### src/hdl/keyscan_pkg.sv
// Operation
// RL1 - four rows driven, four columns sensed, sixteen keys at the crossings.
// RL2 - rows pulsed one after another, each with its whole burst first.
// RL3 - burst pulse count is programmable, acting as signal gain.
// RL4 - each burst is converted by a single-slope ramp into a signal value.
// RL5 - touch is only a downward deviation of signal from reference.
// RL6 - touch only after integrator filtering of a drop of at least threshold.
// RL7 - comparison level recomputed whenever the reference moves.
// RL8 - negative threshold held per key and written through the setup port.
// RL9 - per-key positive threshold; a rise above it leads to recalibration.
// RL10 - open-drain active-low data-ready output for slave serial mode.
// RL11 - slave-select is active low, open drain, sets transfer direction.
// RL12 - active-low status output shows key activity.
// RL13 - integrator counts up on detect samples, clears on any miss before limit.
// RL14 - slow slew tracking of reference only while key has no detection.
// RL15 - after positive delay the reference is loaded with the signal.
// RL16 - reference seeded from the signal at startup before decisions.
package keyscan_pkg;
    localparam int ROWS = 4;
    localparam int COLS = 4;
    localparam int KEYS = ROWS * COLS;
    localparam int SIG_W = 10;
    localparam int THR_W = 8;
    localparam int CNT_W = 4;
    localparam int BURST_W = 6;
    // ---------------------------------------------------------------
    // reset values
    // ---------------------------------------------------------------
    localparam logic [BURST_W-1:0] BURST_LEN_RST = 6'h10;
    localparam logic [THR_W-1:0] NEG_THR_RST = 8'h0A;
    localparam logic [THR_W-1:0] POS_THR_RST = 8'h0A;
    localparam logic [CNT_W-1:0] INTEG_LIM_RST = 4'h2;
    localparam logic [CNT_W-1:0] POS_DELAY_RST = 4'h3;
    localparam logic [7:0] DRIFT_DIV_RST = 8'h08;
    // ---------------------------------------------------------------
    // pulse timing: 1 us half-pulse at 25 ns per cycle
    // ---------------------------------------------------------------
    localparam int PULSE_NS = 1000;
    localparam int CLK_NS = 25;
    localparam int PULSE_CYC = (PULSE_NS + CLK_NS - 1) / CLK_NS;
    localparam int RAMP_MAX = (1 << SIG_W) - 1;
    typedef enum logic [1:0] {PARAM_NEG_THR, PARAM_POS_THR} param_sel_t;
endpackage

### src/hdl/matrix_key_threshold_detect.sv
// ---------------------------------------------------------------
// scan sequencer, converter and per-key decision array
// ---------------------------------------------------------------
module matrix_key_threshold_detect import keyscan_pkg::*; #(
    parameter int DRIFT_BITS = 8
) (
    input wire logic clk_sys,
    input wire logic rst_n,
    output logic [ROWS-1:0] row_drive,
    output logic [COLS-1:0] sample_cap_ctrl_a,
    output logic [COLS-1:0] sample_cap_ctrl_b,
    output logic ramp_en,
    input wire logic [COLS-1:0] col_cmp,
    input wire logic [BURST_W-1:0] burst_len,
    input wire logic [CNT_W-1:0] integ_lim,
    input wire logic [CNT_W-1:0] pos_delay,
    input wire logic [DRIFT_BITS-1:0] drift_div,
    input wire logic setup_we,
    input wire logic setup_sel,
    input wire logic [3:0] setup_key,
    input wire logic [THR_W-1:0] setup_val,
    input wire logic data_taken,
    input wire logic slave_sel_in,
    output logic slave_sel_out,
    output logic slave_sel_oe_n,
    output logic tx_dir,
    output logic data_ready_out,
    output logic data_ready_oe_n,
    output logic activity_n,
    output logic [KEYS-1:0] key_touched
);
    typedef enum logic [2:0] {S_IDLE, S_HIGH, S_LOW, S_CONV, S_NEXT} scan_st_t;

    scan_st_t st_r, st_nxt;
    logic [1:0] row_r, row_nxt;
    logic [1:0] col_r, col_nxt;
    logic [BURST_W-1:0] pulse_r, pulse_nxt;
    logic [7:0] tmr_r, tmr_nxt;
    logic [DRIFT_BITS-1:0] drift_r, drift_nxt;
    logic [KEYS-1:0] touch_r, touch_nxt;
    logic ready_r, ready_nxt;
    logic [THR_W-1:0] neg_thr_r [KEYS];
    logic [THR_W-1:0] pos_thr_r [KEYS];
    logic conv_start, conv_done;
    logic [SIG_W-1:0] conv_val;
    logic [KEYS-1:0] touched_w;
    logic drift_tick;

    // ---------------------------------------------------------------
    // per-key thresholds from the setup port
    // ---------------------------------------------------------------
    always_ff @(posedge clk_sys) begin
        for (int k = 0; k < KEYS; k++) begin
            if (!rst_n) begin
                neg_thr_r[k] <= NEG_THR_RST;
                pos_thr_r[k] <= POS_THR_RST;
            end else if (setup_we && setup_key == 4'(k)) begin
                if (setup_sel) begin
                    pos_thr_r[k] <= setup_val; // see RL9
                end else begin
                    neg_thr_r[k] <= setup_val; // see RL8
                end
            end
        end
    end

    // ---------------------------------------------------------------
    // scan sequencer: one row at a time, whole burst, then convert per column
    // ---------------------------------------------------------------
    always_comb begin
        st_nxt = st_r;
        row_nxt = row_r;
        col_nxt = col_r;
        pulse_nxt = pulse_r;
        tmr_nxt = tmr_r;
        conv_start = 1'b0;
        unique case (st_r)
            S_IDLE: begin
                pulse_nxt = '0;
                tmr_nxt = '0;
                // zero burst length would give no charge, so hold off
                if (burst_len != '0) begin
                    st_nxt = S_HIGH;
                end
            end
            S_HIGH: begin
                tmr_nxt = tmr_r + 1'b1;
                if (tmr_r == 8'(PULSE_CYC - 1)) begin
                    tmr_nxt = '0;
                    st_nxt = S_LOW;
                end
            end
            S_LOW: begin
                tmr_nxt = tmr_r + 1'b1;
                if (tmr_r == 8'(PULSE_CYC - 1)) begin
                    tmr_nxt = '0;
                    pulse_nxt = pulse_r + 1'b1;
                    if (pulse_r + 1'b1 >= burst_len) begin // see RL3
                        st_nxt = S_CONV;
                        col_nxt = '0;
                        conv_start = 1'b1;
                    end else begin
                        st_nxt = S_HIGH;
                    end
                end
            end
            S_CONV: begin
                if (conv_done) begin
                    if (col_r == 2'(COLS - 1)) begin
                        st_nxt = S_NEXT;
                    end else begin
                        col_nxt = col_r + 1'b1;
                        conv_start = 1'b1;
                    end
                end
            end
            S_NEXT: begin
                row_nxt = row_r + 1'b1; // see RL2
                st_nxt = S_IDLE;
            end
            default: st_nxt = S_IDLE;
        endcase
    end

    always_ff @(posedge clk_sys) begin
        if (!rst_n) begin
            st_r <= S_IDLE;
            row_r <= '0;
            col_r <= '0;
            pulse_r <= '0;
            tmr_r <= '0;
        end else begin
            st_r <= st_nxt;
            row_r <= row_nxt;
            col_r <= col_nxt;
            pulse_r <= pulse_nxt;
            tmr_r <= tmr_nxt;
        end
    end

    // ---------------------------------------------------------------
    // pin drive: one row high during pulse, caps steered per column
    // ---------------------------------------------------------------
    always_comb begin
        row_drive = '0;
        if (st_r == S_HIGH) begin
            row_drive[row_r] = 1'b1; // see RL1
        end
        // a transfers charge during the burst, b dumps during conversion
        sample_cap_ctrl_a = (st_r == S_HIGH || st_r == S_LOW) ? {COLS{1'b1}} : '0;
        sample_cap_ctrl_b = '0;
        if (st_r == S_CONV) begin
            sample_cap_ctrl_b[col_r] = 1'b1;
        end
    end

    slope_adc u_adc (
        .clk_sys(clk_sys),
        .rst_n(rst_n),
        .start(conv_start),
        .cmp_trip(col_cmp[col_r]),
        .ramp_on(ramp_en),
        .done(conv_done),
        .value(conv_val)
    );

    // drift divider gives the slow slew tick, counting once per full scan of all rows
    always_comb begin
        drift_nxt = drift_r;
        if (st_r == S_NEXT && row_r == 2'(ROWS - 1)) begin
            drift_nxt = (drift_r >= drift_div) ? '0 : drift_r + 1'b1;
        end
    end
    assign drift_tick = (drift_r == drift_div);

    // ---------------------------------------------------------------
    // per-key decision logic
    // ---------------------------------------------------------------
    genvar g;
    generate
        for (g = 0; g < KEYS; g++) begin : g_key
            key_track u_key (
                .clk_sys(clk_sys),
                .rst_n(rst_n),
                .sample_valid(conv_done && {row_r, col_r} == 4'(g)), // see RL4
                .signal(conv_val),
                .neg_thr(neg_thr_r[g]),
                .pos_thr(pos_thr_r[g]),
                .integ_lim(integ_lim),
                .pos_delay(pos_delay),
                .drift_tick(drift_tick),
                .touched(touched_w[g]),
                .reference()
            );
        end
    endgenerate

    // ---------------------------------------------------------------
    // host status: change flags data ready until taken
    // ---------------------------------------------------------------
    always_comb begin
        touch_nxt = touched_w;
        ready_nxt = ready_r;
        if (touched_w != touch_r) begin
            ready_nxt = 1'b1; // change wins over a simultaneous take
        end else if (data_taken) begin
            ready_nxt = 1'b0;
        end
    end

    always_ff @(posedge clk_sys) begin
        if (!rst_n) begin
            drift_r <= '0;
            touch_r <= '0;
            ready_r <= 1'b0;
        end else begin
            drift_r <= drift_nxt;
            touch_r <= touch_nxt;
            ready_r <= ready_nxt;
        end
    end

    assign key_touched = touch_r;
    // open drain: pull low by enabling, release otherwise
    assign data_ready_out = 1'b0;
    assign data_ready_oe_n = !ready_r; // see RL10
    assign slave_sel_out = 1'b0;
    assign slave_sel_oe_n = 1'b1; // device never asserts select in slave mode
    assign tx_dir = !slave_sel_in; // see RL11
    assign activity_n = !(|touch_r); // see RL12
endmodule // matrix_key_threshold_detect

### src/hdl/slope_adc.sv
// ---------------------------------------------------------------
// single-slope converter: counts ramp cycles until comparator trips
// ---------------------------------------------------------------
module slope_adc import keyscan_pkg::*; (
    input wire logic clk_sys,
    input wire logic rst_n,
    input wire logic start,
    input wire logic cmp_trip,
    output logic ramp_on,
    output logic done,
    output logic [SIG_W-1:0] value
);
    logic busy_r, busy_nxt;
    logic done_r, done_nxt;
    logic [SIG_W-1:0] cnt_r, cnt_nxt;
    logic [SIG_W-1:0] val_r, val_nxt;

    // ramp counts until trip or full scale
    always_comb begin
        busy_nxt = busy_r;
        cnt_nxt = cnt_r;
        val_nxt = val_r;
        done_nxt = 1'b0;
        if (start) begin
            busy_nxt = 1'b1;
            cnt_nxt = '0;
        end else if (busy_r) begin
            if (cmp_trip || cnt_r == SIG_W'(RAMP_MAX)) begin // see RL4
                busy_nxt = 1'b0;
                val_nxt = cnt_r;
                done_nxt = 1'b1;
            end else begin
                cnt_nxt = cnt_r + 1'b1;
            end
        end
    end

    always_ff @(posedge clk_sys) begin
        if (!rst_n) begin
            busy_r <= 1'b0;
            done_r <= 1'b0;
            cnt_r <= '0;
            val_r <= '0;
        end else begin
            busy_r <= busy_nxt;
            done_r <= done_nxt;
            cnt_r <= cnt_nxt;
            val_r <= val_nxt;
        end
    end

    assign ramp_on = busy_r;
    assign done = done_r;
    assign value = val_r;
endmodule // slope_adc

### src/hdl/key_track.sv
// ---------------------------------------------------------------
// per-key reference, integrator and recalibration state
// ---------------------------------------------------------------
module key_track import keyscan_pkg::*; (
    input wire logic clk_sys,
    input wire logic rst_n,
    input wire logic sample_valid,
    input wire logic [SIG_W-1:0] signal,
    input wire logic [THR_W-1:0] neg_thr,
    input wire logic [THR_W-1:0] pos_thr,
    input wire logic [CNT_W-1:0] integ_lim,
    input wire logic [CNT_W-1:0] pos_delay,
    input wire logic drift_tick,
    output logic touched,
    output logic [SIG_W-1:0] reference
);
    logic seeded_r, seeded_nxt;
    logic det_r, det_nxt;
    logic [CNT_W-1:0] integ_r, integ_nxt;
    logic [CNT_W-1:0] pos_cnt_r, pos_cnt_nxt;
    logic [SIG_W-1:0] ref_r, ref_nxt;
    logic [SIG_W:0] neg_level;
    logic [SIG_W:0] pos_level;
    logic below, above;

    // levels follow the reference directly, so any reference move re-derives them
    assign neg_level = {1'b0, ref_r} - (SIG_W+1)'(neg_thr); // see RL7
    assign pos_level = {1'b0, ref_r} + (SIG_W+1)'(pos_thr);
    // only downward swings count toward touch; underflow means unreachable
    assign below = !neg_level[SIG_W] && ({1'b0, signal} <= neg_level); // see RL5
    assign above = {1'b0, signal} > pos_level; // see RL9

    always_comb begin
        seeded_nxt = seeded_r;
        det_nxt = det_r;
        integ_nxt = integ_r;
        pos_cnt_nxt = pos_cnt_r;
        ref_nxt = ref_r;
        if (sample_valid) begin
            if (!seeded_r) begin
                ref_nxt = signal; // see RL16
                seeded_nxt = 1'b1;
            end else begin
                if (below && integ_lim != '0) begin
                    if (integ_r < integ_lim) begin
                        integ_nxt = integ_r + 1'b1; // see RL13
                    end
                    if (integ_r + 1'b1 >= integ_lim) begin
                        det_nxt = 1'b1; // see RL6
                    end
                end else if (det_r) begin
                    // release waits for the count to fall back to zero
                    integ_nxt = (integ_r == '0) ? '0 : integ_r - 1'b1;
                    if (integ_r <= 1) begin
                        det_nxt = 1'b0;
                    end
                end else begin
                    integ_nxt = '0; // see RL13
                end
                if (above && !det_r && pos_delay != '0) begin
                    pos_cnt_nxt = pos_cnt_r + 1'b1;
                    if (pos_cnt_r + 1'b1 >= pos_delay) begin
                        ref_nxt = signal; // see RL15
                        pos_cnt_nxt = '0;
                    end
                end else begin
                    pos_cnt_nxt = '0;
                    // slow slew only while no detection is held
                    if (drift_tick && !det_r && !below) begin // see RL14
                        if (signal > ref_r) begin
                            ref_nxt = ref_r + 1'b1;
                        end else if (signal < ref_r) begin
                            ref_nxt = ref_r - 1'b1;
                        end
                    end
                end
            end
        end
    end

    always_ff @(posedge clk_sys) begin
        if (!rst_n) begin
            seeded_r <= 1'b0;
            det_r <= 1'b0;
            integ_r <= '0;
            pos_cnt_r <= '0;
            ref_r <= '0;
        end else begin
            seeded_r <= seeded_nxt;
            det_r <= det_nxt;
            integ_r <= integ_nxt;
            pos_cnt_r <= pos_cnt_nxt;
            ref_r <= ref_nxt;
        end
    end

    assign touched = det_r && seeded_r;
    assign reference = ref_r;
endmodule // key_track

### config.mk
export PLATFORM = sky130hd
export DESIGN_NAME = matrix_key_threshold_detect
export DESIGN_NICKNAME = d
export VERILOG_FILES = /design/src/hdl/keyscan_pkg.sv /design/src/hdl/matrix_key_threshold_detect.sv /design/src/hdl/slope_adc.sv /design/src/hdl/key_track.sv
export SDC_FILE = /design/constraint.sdc
export NUM_CORES = 2
export LEC_CHECK = 0
export ABC_CLOCK_PERIOD_IN_PS = 15100
export BUFFER_PORTS_ARGS = -buffer_cell sky130_fd_sc_hd__buf_2
export CAP_MARGIN = 30
export CORE_ASPECT_RATIO = 0.6
export CORE_UTILIZATION = 45
export DETAILED_ROUTE_END_ITERATION = 7
export GPL_TIMING_DRIVEN = 1
export SYNTH_ARGS = -nofsm -noshare
export SYNTH_HDL_FRONTEND = slang
export SYNTH_SLANG_ARGS = --single-unit
export TNS_END_PERCENT = 10
### constraint.sdc
create_clock -name clk_sys -period 15.1 [get_ports clk_sys]
set_clock_uncertainty 0.2 [all_clocks]
set_input_delay 0.755 -clock clk_sys [delete_from_list [all_inputs] [get_ports clk_sys]]
set_output_delay 0.755 -clock clk_sys [all_outputs]
set_load 0.01 [all_outputs]
==> impl_metrics.toml <==
[final_layout]
seq_area_um2 = 15500
nFillCells = 13000
multi_input_area_um2 = 44100
syn_to_final_growth_pct = 8.06
nets = 8583
layout-drive-gt1-share_pct = 5.47

[grt]
first_global_vias = 50500
grt-ovfl-total = 0
track_usage_pct = 29.0
grt_max_degree = 179
antenna_found_initial = 16
grt_first_pass_wirelength_um = 316000

[timing]
hold_violations = 0
fin_crit_ns = 5.74
tightest_slew_ns = 1.15
fmax_mhz = 174
fin_tns_setup_ns = 0
finalMaxSlewViolations = 0
relSlewSlack_pct = 23.5
setup_viol = 0
fin_crit_sh_pct = 38.0
grt_setup_unrepaired = "false"

[power]
power_density_nw_per_um2 = 61.5
switching_share_pct = 28.4
seq_power_share_pct = 44.9
power_mw = 4.17
clock_power_share_pct = 44.3
p_sw_mw = 1.18
ir_worst_vdd_mv = 0.0769
combPwrFrac_pct = 10.7
p_int_mw = 2.98
p_leak_nw = 29.7

[synthesis]
yosys_warnings = 0
avgSynthCellArea_um2 = 8.58
yosys.area.top_type = "ha_1"
netlist.area_leader.share_pct = 22.9
syn_area_um2 = 62600
synthArstFlopShare_pct = 0
synth_edf_count = 256
synth_area_leaders = "ha_1 (23%), dfxtp_1 (12%), edfxtp_1 (12%)"
ys_seq_area_share_pct = 24.7
synthFlopType = "dfxtp_1"
synth_seq_cells = 644
ys_types = 98
netlist_instances = 7305

[detailed_routing]
wl_per_cell_um = 22.6
firstDrtPassIters = 6
viasPerCell = 6.00
ant_nets = 0
wl_um = 209000
drt_iter0_markers = 5754
drc = 0
num_vias = 55400

[clock_tree]
htree_levels = 3
cts_tree = "built"
clock_path_buffers = 3
cts_setup_buffers = 0
cts-root-buf = "clkbuf_16"
cts_sinks = 644
path_clk_slew_ns = 0.07
hold_buffers = 0
insertion_delay_ns = 0.68
post_cts_resized = 0
cts_buffers = 73

[placed_design]
io_buffers = 75
gp_congestion = 0.917
dpl.hpwl_um = 149000

[worst_setup_path]
critical_path.endpoint_type = "flop"
arrival_ns = 6.06
cp_max_fo = 24
path_class = "reg -> reg"
cp.required_ns = 15.42
startpoint_type = "flop"

[status]
status = "finished clean"

[floorplanning]
initial_core_util_pct = 45.6
die_h_um = 291
die_width_um = 484
die_area_um2 = 141000
pin_count = 79
core-area_um2 = 137000
rows = 105

[hold_path]
holdCritPathClass = "reg -> reg"

[run]
max_cap_violations = 0
==> cells in the mapped netlist (15+ instances only) <==
| library cell | n |
|---|---|
| a211o_1 | 27 |
| a22oi_1 | 38 |
| a21boi_0 | 40 |
| nand2_1 | 359 |
| edfxtp_1 | 256 |
| mux2_2 | 28 |
| nor2b_1 | 118 |
| nand3b_1 | 18 |
| o21ai_0 | 392 |
| inv_1 | 564 |
| or3_1 | 118 |
| a41oi_1 | 19 |
| or4_1 | 27 |
| clkbuf_1 | 190 |
| and4_1 | 15 |
| o21bai_1 | 67 |
| mux2i_1 | 105 |
| a31oi_1 | 27 |
| fa_1 | 48 |
| nand4_1 | 81 |
| nand3_1 | 228 |
| o31ai_1 | 37 |
| and3_1 | 63 |
| a21oi_1 | 508 |
| o211ai_1 | 56 |
| nand2b_1 | 127 |
| xnor2_1 | 288 |
| nor3b_1 | 16 |
| a21o_1 | 139 |
| xor2_1 | 159 |
| ha_1 | 1146 |
| o2111ai_1 | 30 |
| nor3_1 | 119 |
| a311oi_1 | 18 |
| a2111oi_0 | 16 |
| a211oi_1 | 235 |
| o21a_1 | 74 |
| nor4_1 | 33 |
| and2_1 | 217 |
| buf_2 | 20 |
| o41ai_1 | 32 |
| dfxtp_1 | 388 |
| nor2_1 | 598 |
==> cells in the final DEF, fill, tap and decap left out, types with 31 or more instances in the layout <==
cell type	count
ha_1	1146
nor2_1	598
inv_1	561
a21oi_1	508
o21ai_0	391
dfxtp_1	379
nand2_1	359
xnor2_1	288
edfxtp_1	256
a211oi_1	234
nand3_1	228
and2_1	217
xor2_1	159
a21o_1	139
nand2b_1	127
nor2b_1	118
or3_1	118
nor3_1	116
mux2i_1	105
buf_2	101
buf_4	90
nand4_1	81
clkbuf_16	75
o21a_1	74
o21bai_1	67
and3_1	63
o211ai_1	56
fa_1	48
a21boi_0	38
a22oi_1	38
o31ai_1	37
nor4_1	32
o41ai_1	31
==> logic make-up after synthesis <==
logic type                 count (synthesis)  share of synthesized area, %
adders and majority gates               1194                          24.4
buffers and inverters                    801                          4.95
xor gates and xnor gates                 447                          6.25
AOI/OAI and AO/OA                       1903                          19.9
and+or+nand+nor                         2180                          17.6
other                                      2                        0.0120
muxes                                    134                          2.22
DFF                                      644                          24.7
==> per-layer routing <==
metal	global-route usage, %	vias to the layer above	wire [um]
li1	-	26800	-
met4	5.14	2	3550
met3	6.91	226	23100
met2	39.1	2291	77900
met5	0	-	19
met1	45.7	26100	104000
==> cell type report <==
type | count | share of cell area [%]
timing repair buffer | 198 | 1.92
tap | 1819 | 3.36
sequential | 644 | 22.9
clock inverter | 43 | 0.523
inverter | 567 | 3.16
antenna | 3 | 0.0111
multi-input combinational | 5861 | 65.2
clock buffer | 92 | 2.94
==> power groups by stage <==
stage / Sequential [mW] / Combinational, mW / Clock (mW)
floorplan: 1.90 / 0.297 / 0
global placement: 1.91 / 0.425 / 0
detailed placement: 1.91 / 0.440 / 0
CTS: 1.87 / 0.443 / 1.88
global route: 1.88 / 0.494 / 1.94
finish: 1.87 / 0.448 / 1.85
==> critical path: stages (launching register included) <==
cell      delay, ns
dfxtp_4        0.66
buf_4          0.47
buf_4          0.54
ha_1           0.32
and3_1         0.20
a221o_1        0.35
a2111o_1       0.45
nand2_1        0.35
ha_1           0.32
a21o_1         0.19
a211oi_1       0.24
nor2_1         0.10
o41ai_1        0.52
o21a_1         0.23
xnor2_1        0.08
a21oi_1        0.17
a21oi_1        0.08
==> path summary, 6_finish.rpt <==
check	from	to	slack [ns]	depth (start not counted)
worst max-delay path	u_adc.value[3]	g_key[9].u_key.reference[9]	9.36	16
worst min-delay path	g_key[9].u_key.pos_cnt_r[3]	g_key[9].u_key.pos_cnt_r[3]	0.26	2
worst max register to register	u_adc.value[3]	g_key[9].u_key.reference[9]	9.36	16
worst min register to register	g_key[9].u_key.pos_cnt_r[3]	g_key[9].u_key.pos_cnt_r[3]	0.26	2
==> stage by stage <==
stage / hold slack [ns] / cell area [um^2] / std cells / util (%) / worst slack (ns)
floorplan: 0.244 / 62600 / 7306 / - / 10.09
global placement: 0.252 / 65100 / 9052 / 47.4 / 9.55
detailed placement: 0.257 / 65300 / 9084 / 47.5 / 9.50
CTS: 0.221 / 67700 / 9219 / 49.2 / 9.47
global route: 0.235 / 67700 / 9224 / 49.3 / 9.19
finish: 0.264 / 67700 / 9227 / 49.3 / 9.36
==> registers in the layout, summed over array words and instances (netlist names) <==
| register | count |
|---|---|
| tmr_r | 8 |
| g_key.u_key.integ_r | 64 |
| row_r | 2 |
| ready_r | 1 |
| g_key.u_key.seeded_r | 16 |
| neg_thr_r | 128 |
| u_adc.value | 10 |
| g_key.u_key.reference | 160 |
| u_adc.cnt_r | 10 |
| u_adc.ramp_on | 1 |
| st_r | 3 |
| key_touched | 16 |
| g_key.u_key.pos_cnt_r | 64 |
| pulse_r | 6 |
| g_key.u_key.det_r | 16 |
| drift_r | 8 |
| col_r | 2 |
| pos_thr_r | 128 |
| u_adc.done | 1 |
Note: power is estimated with default switching activity, not from simulation.
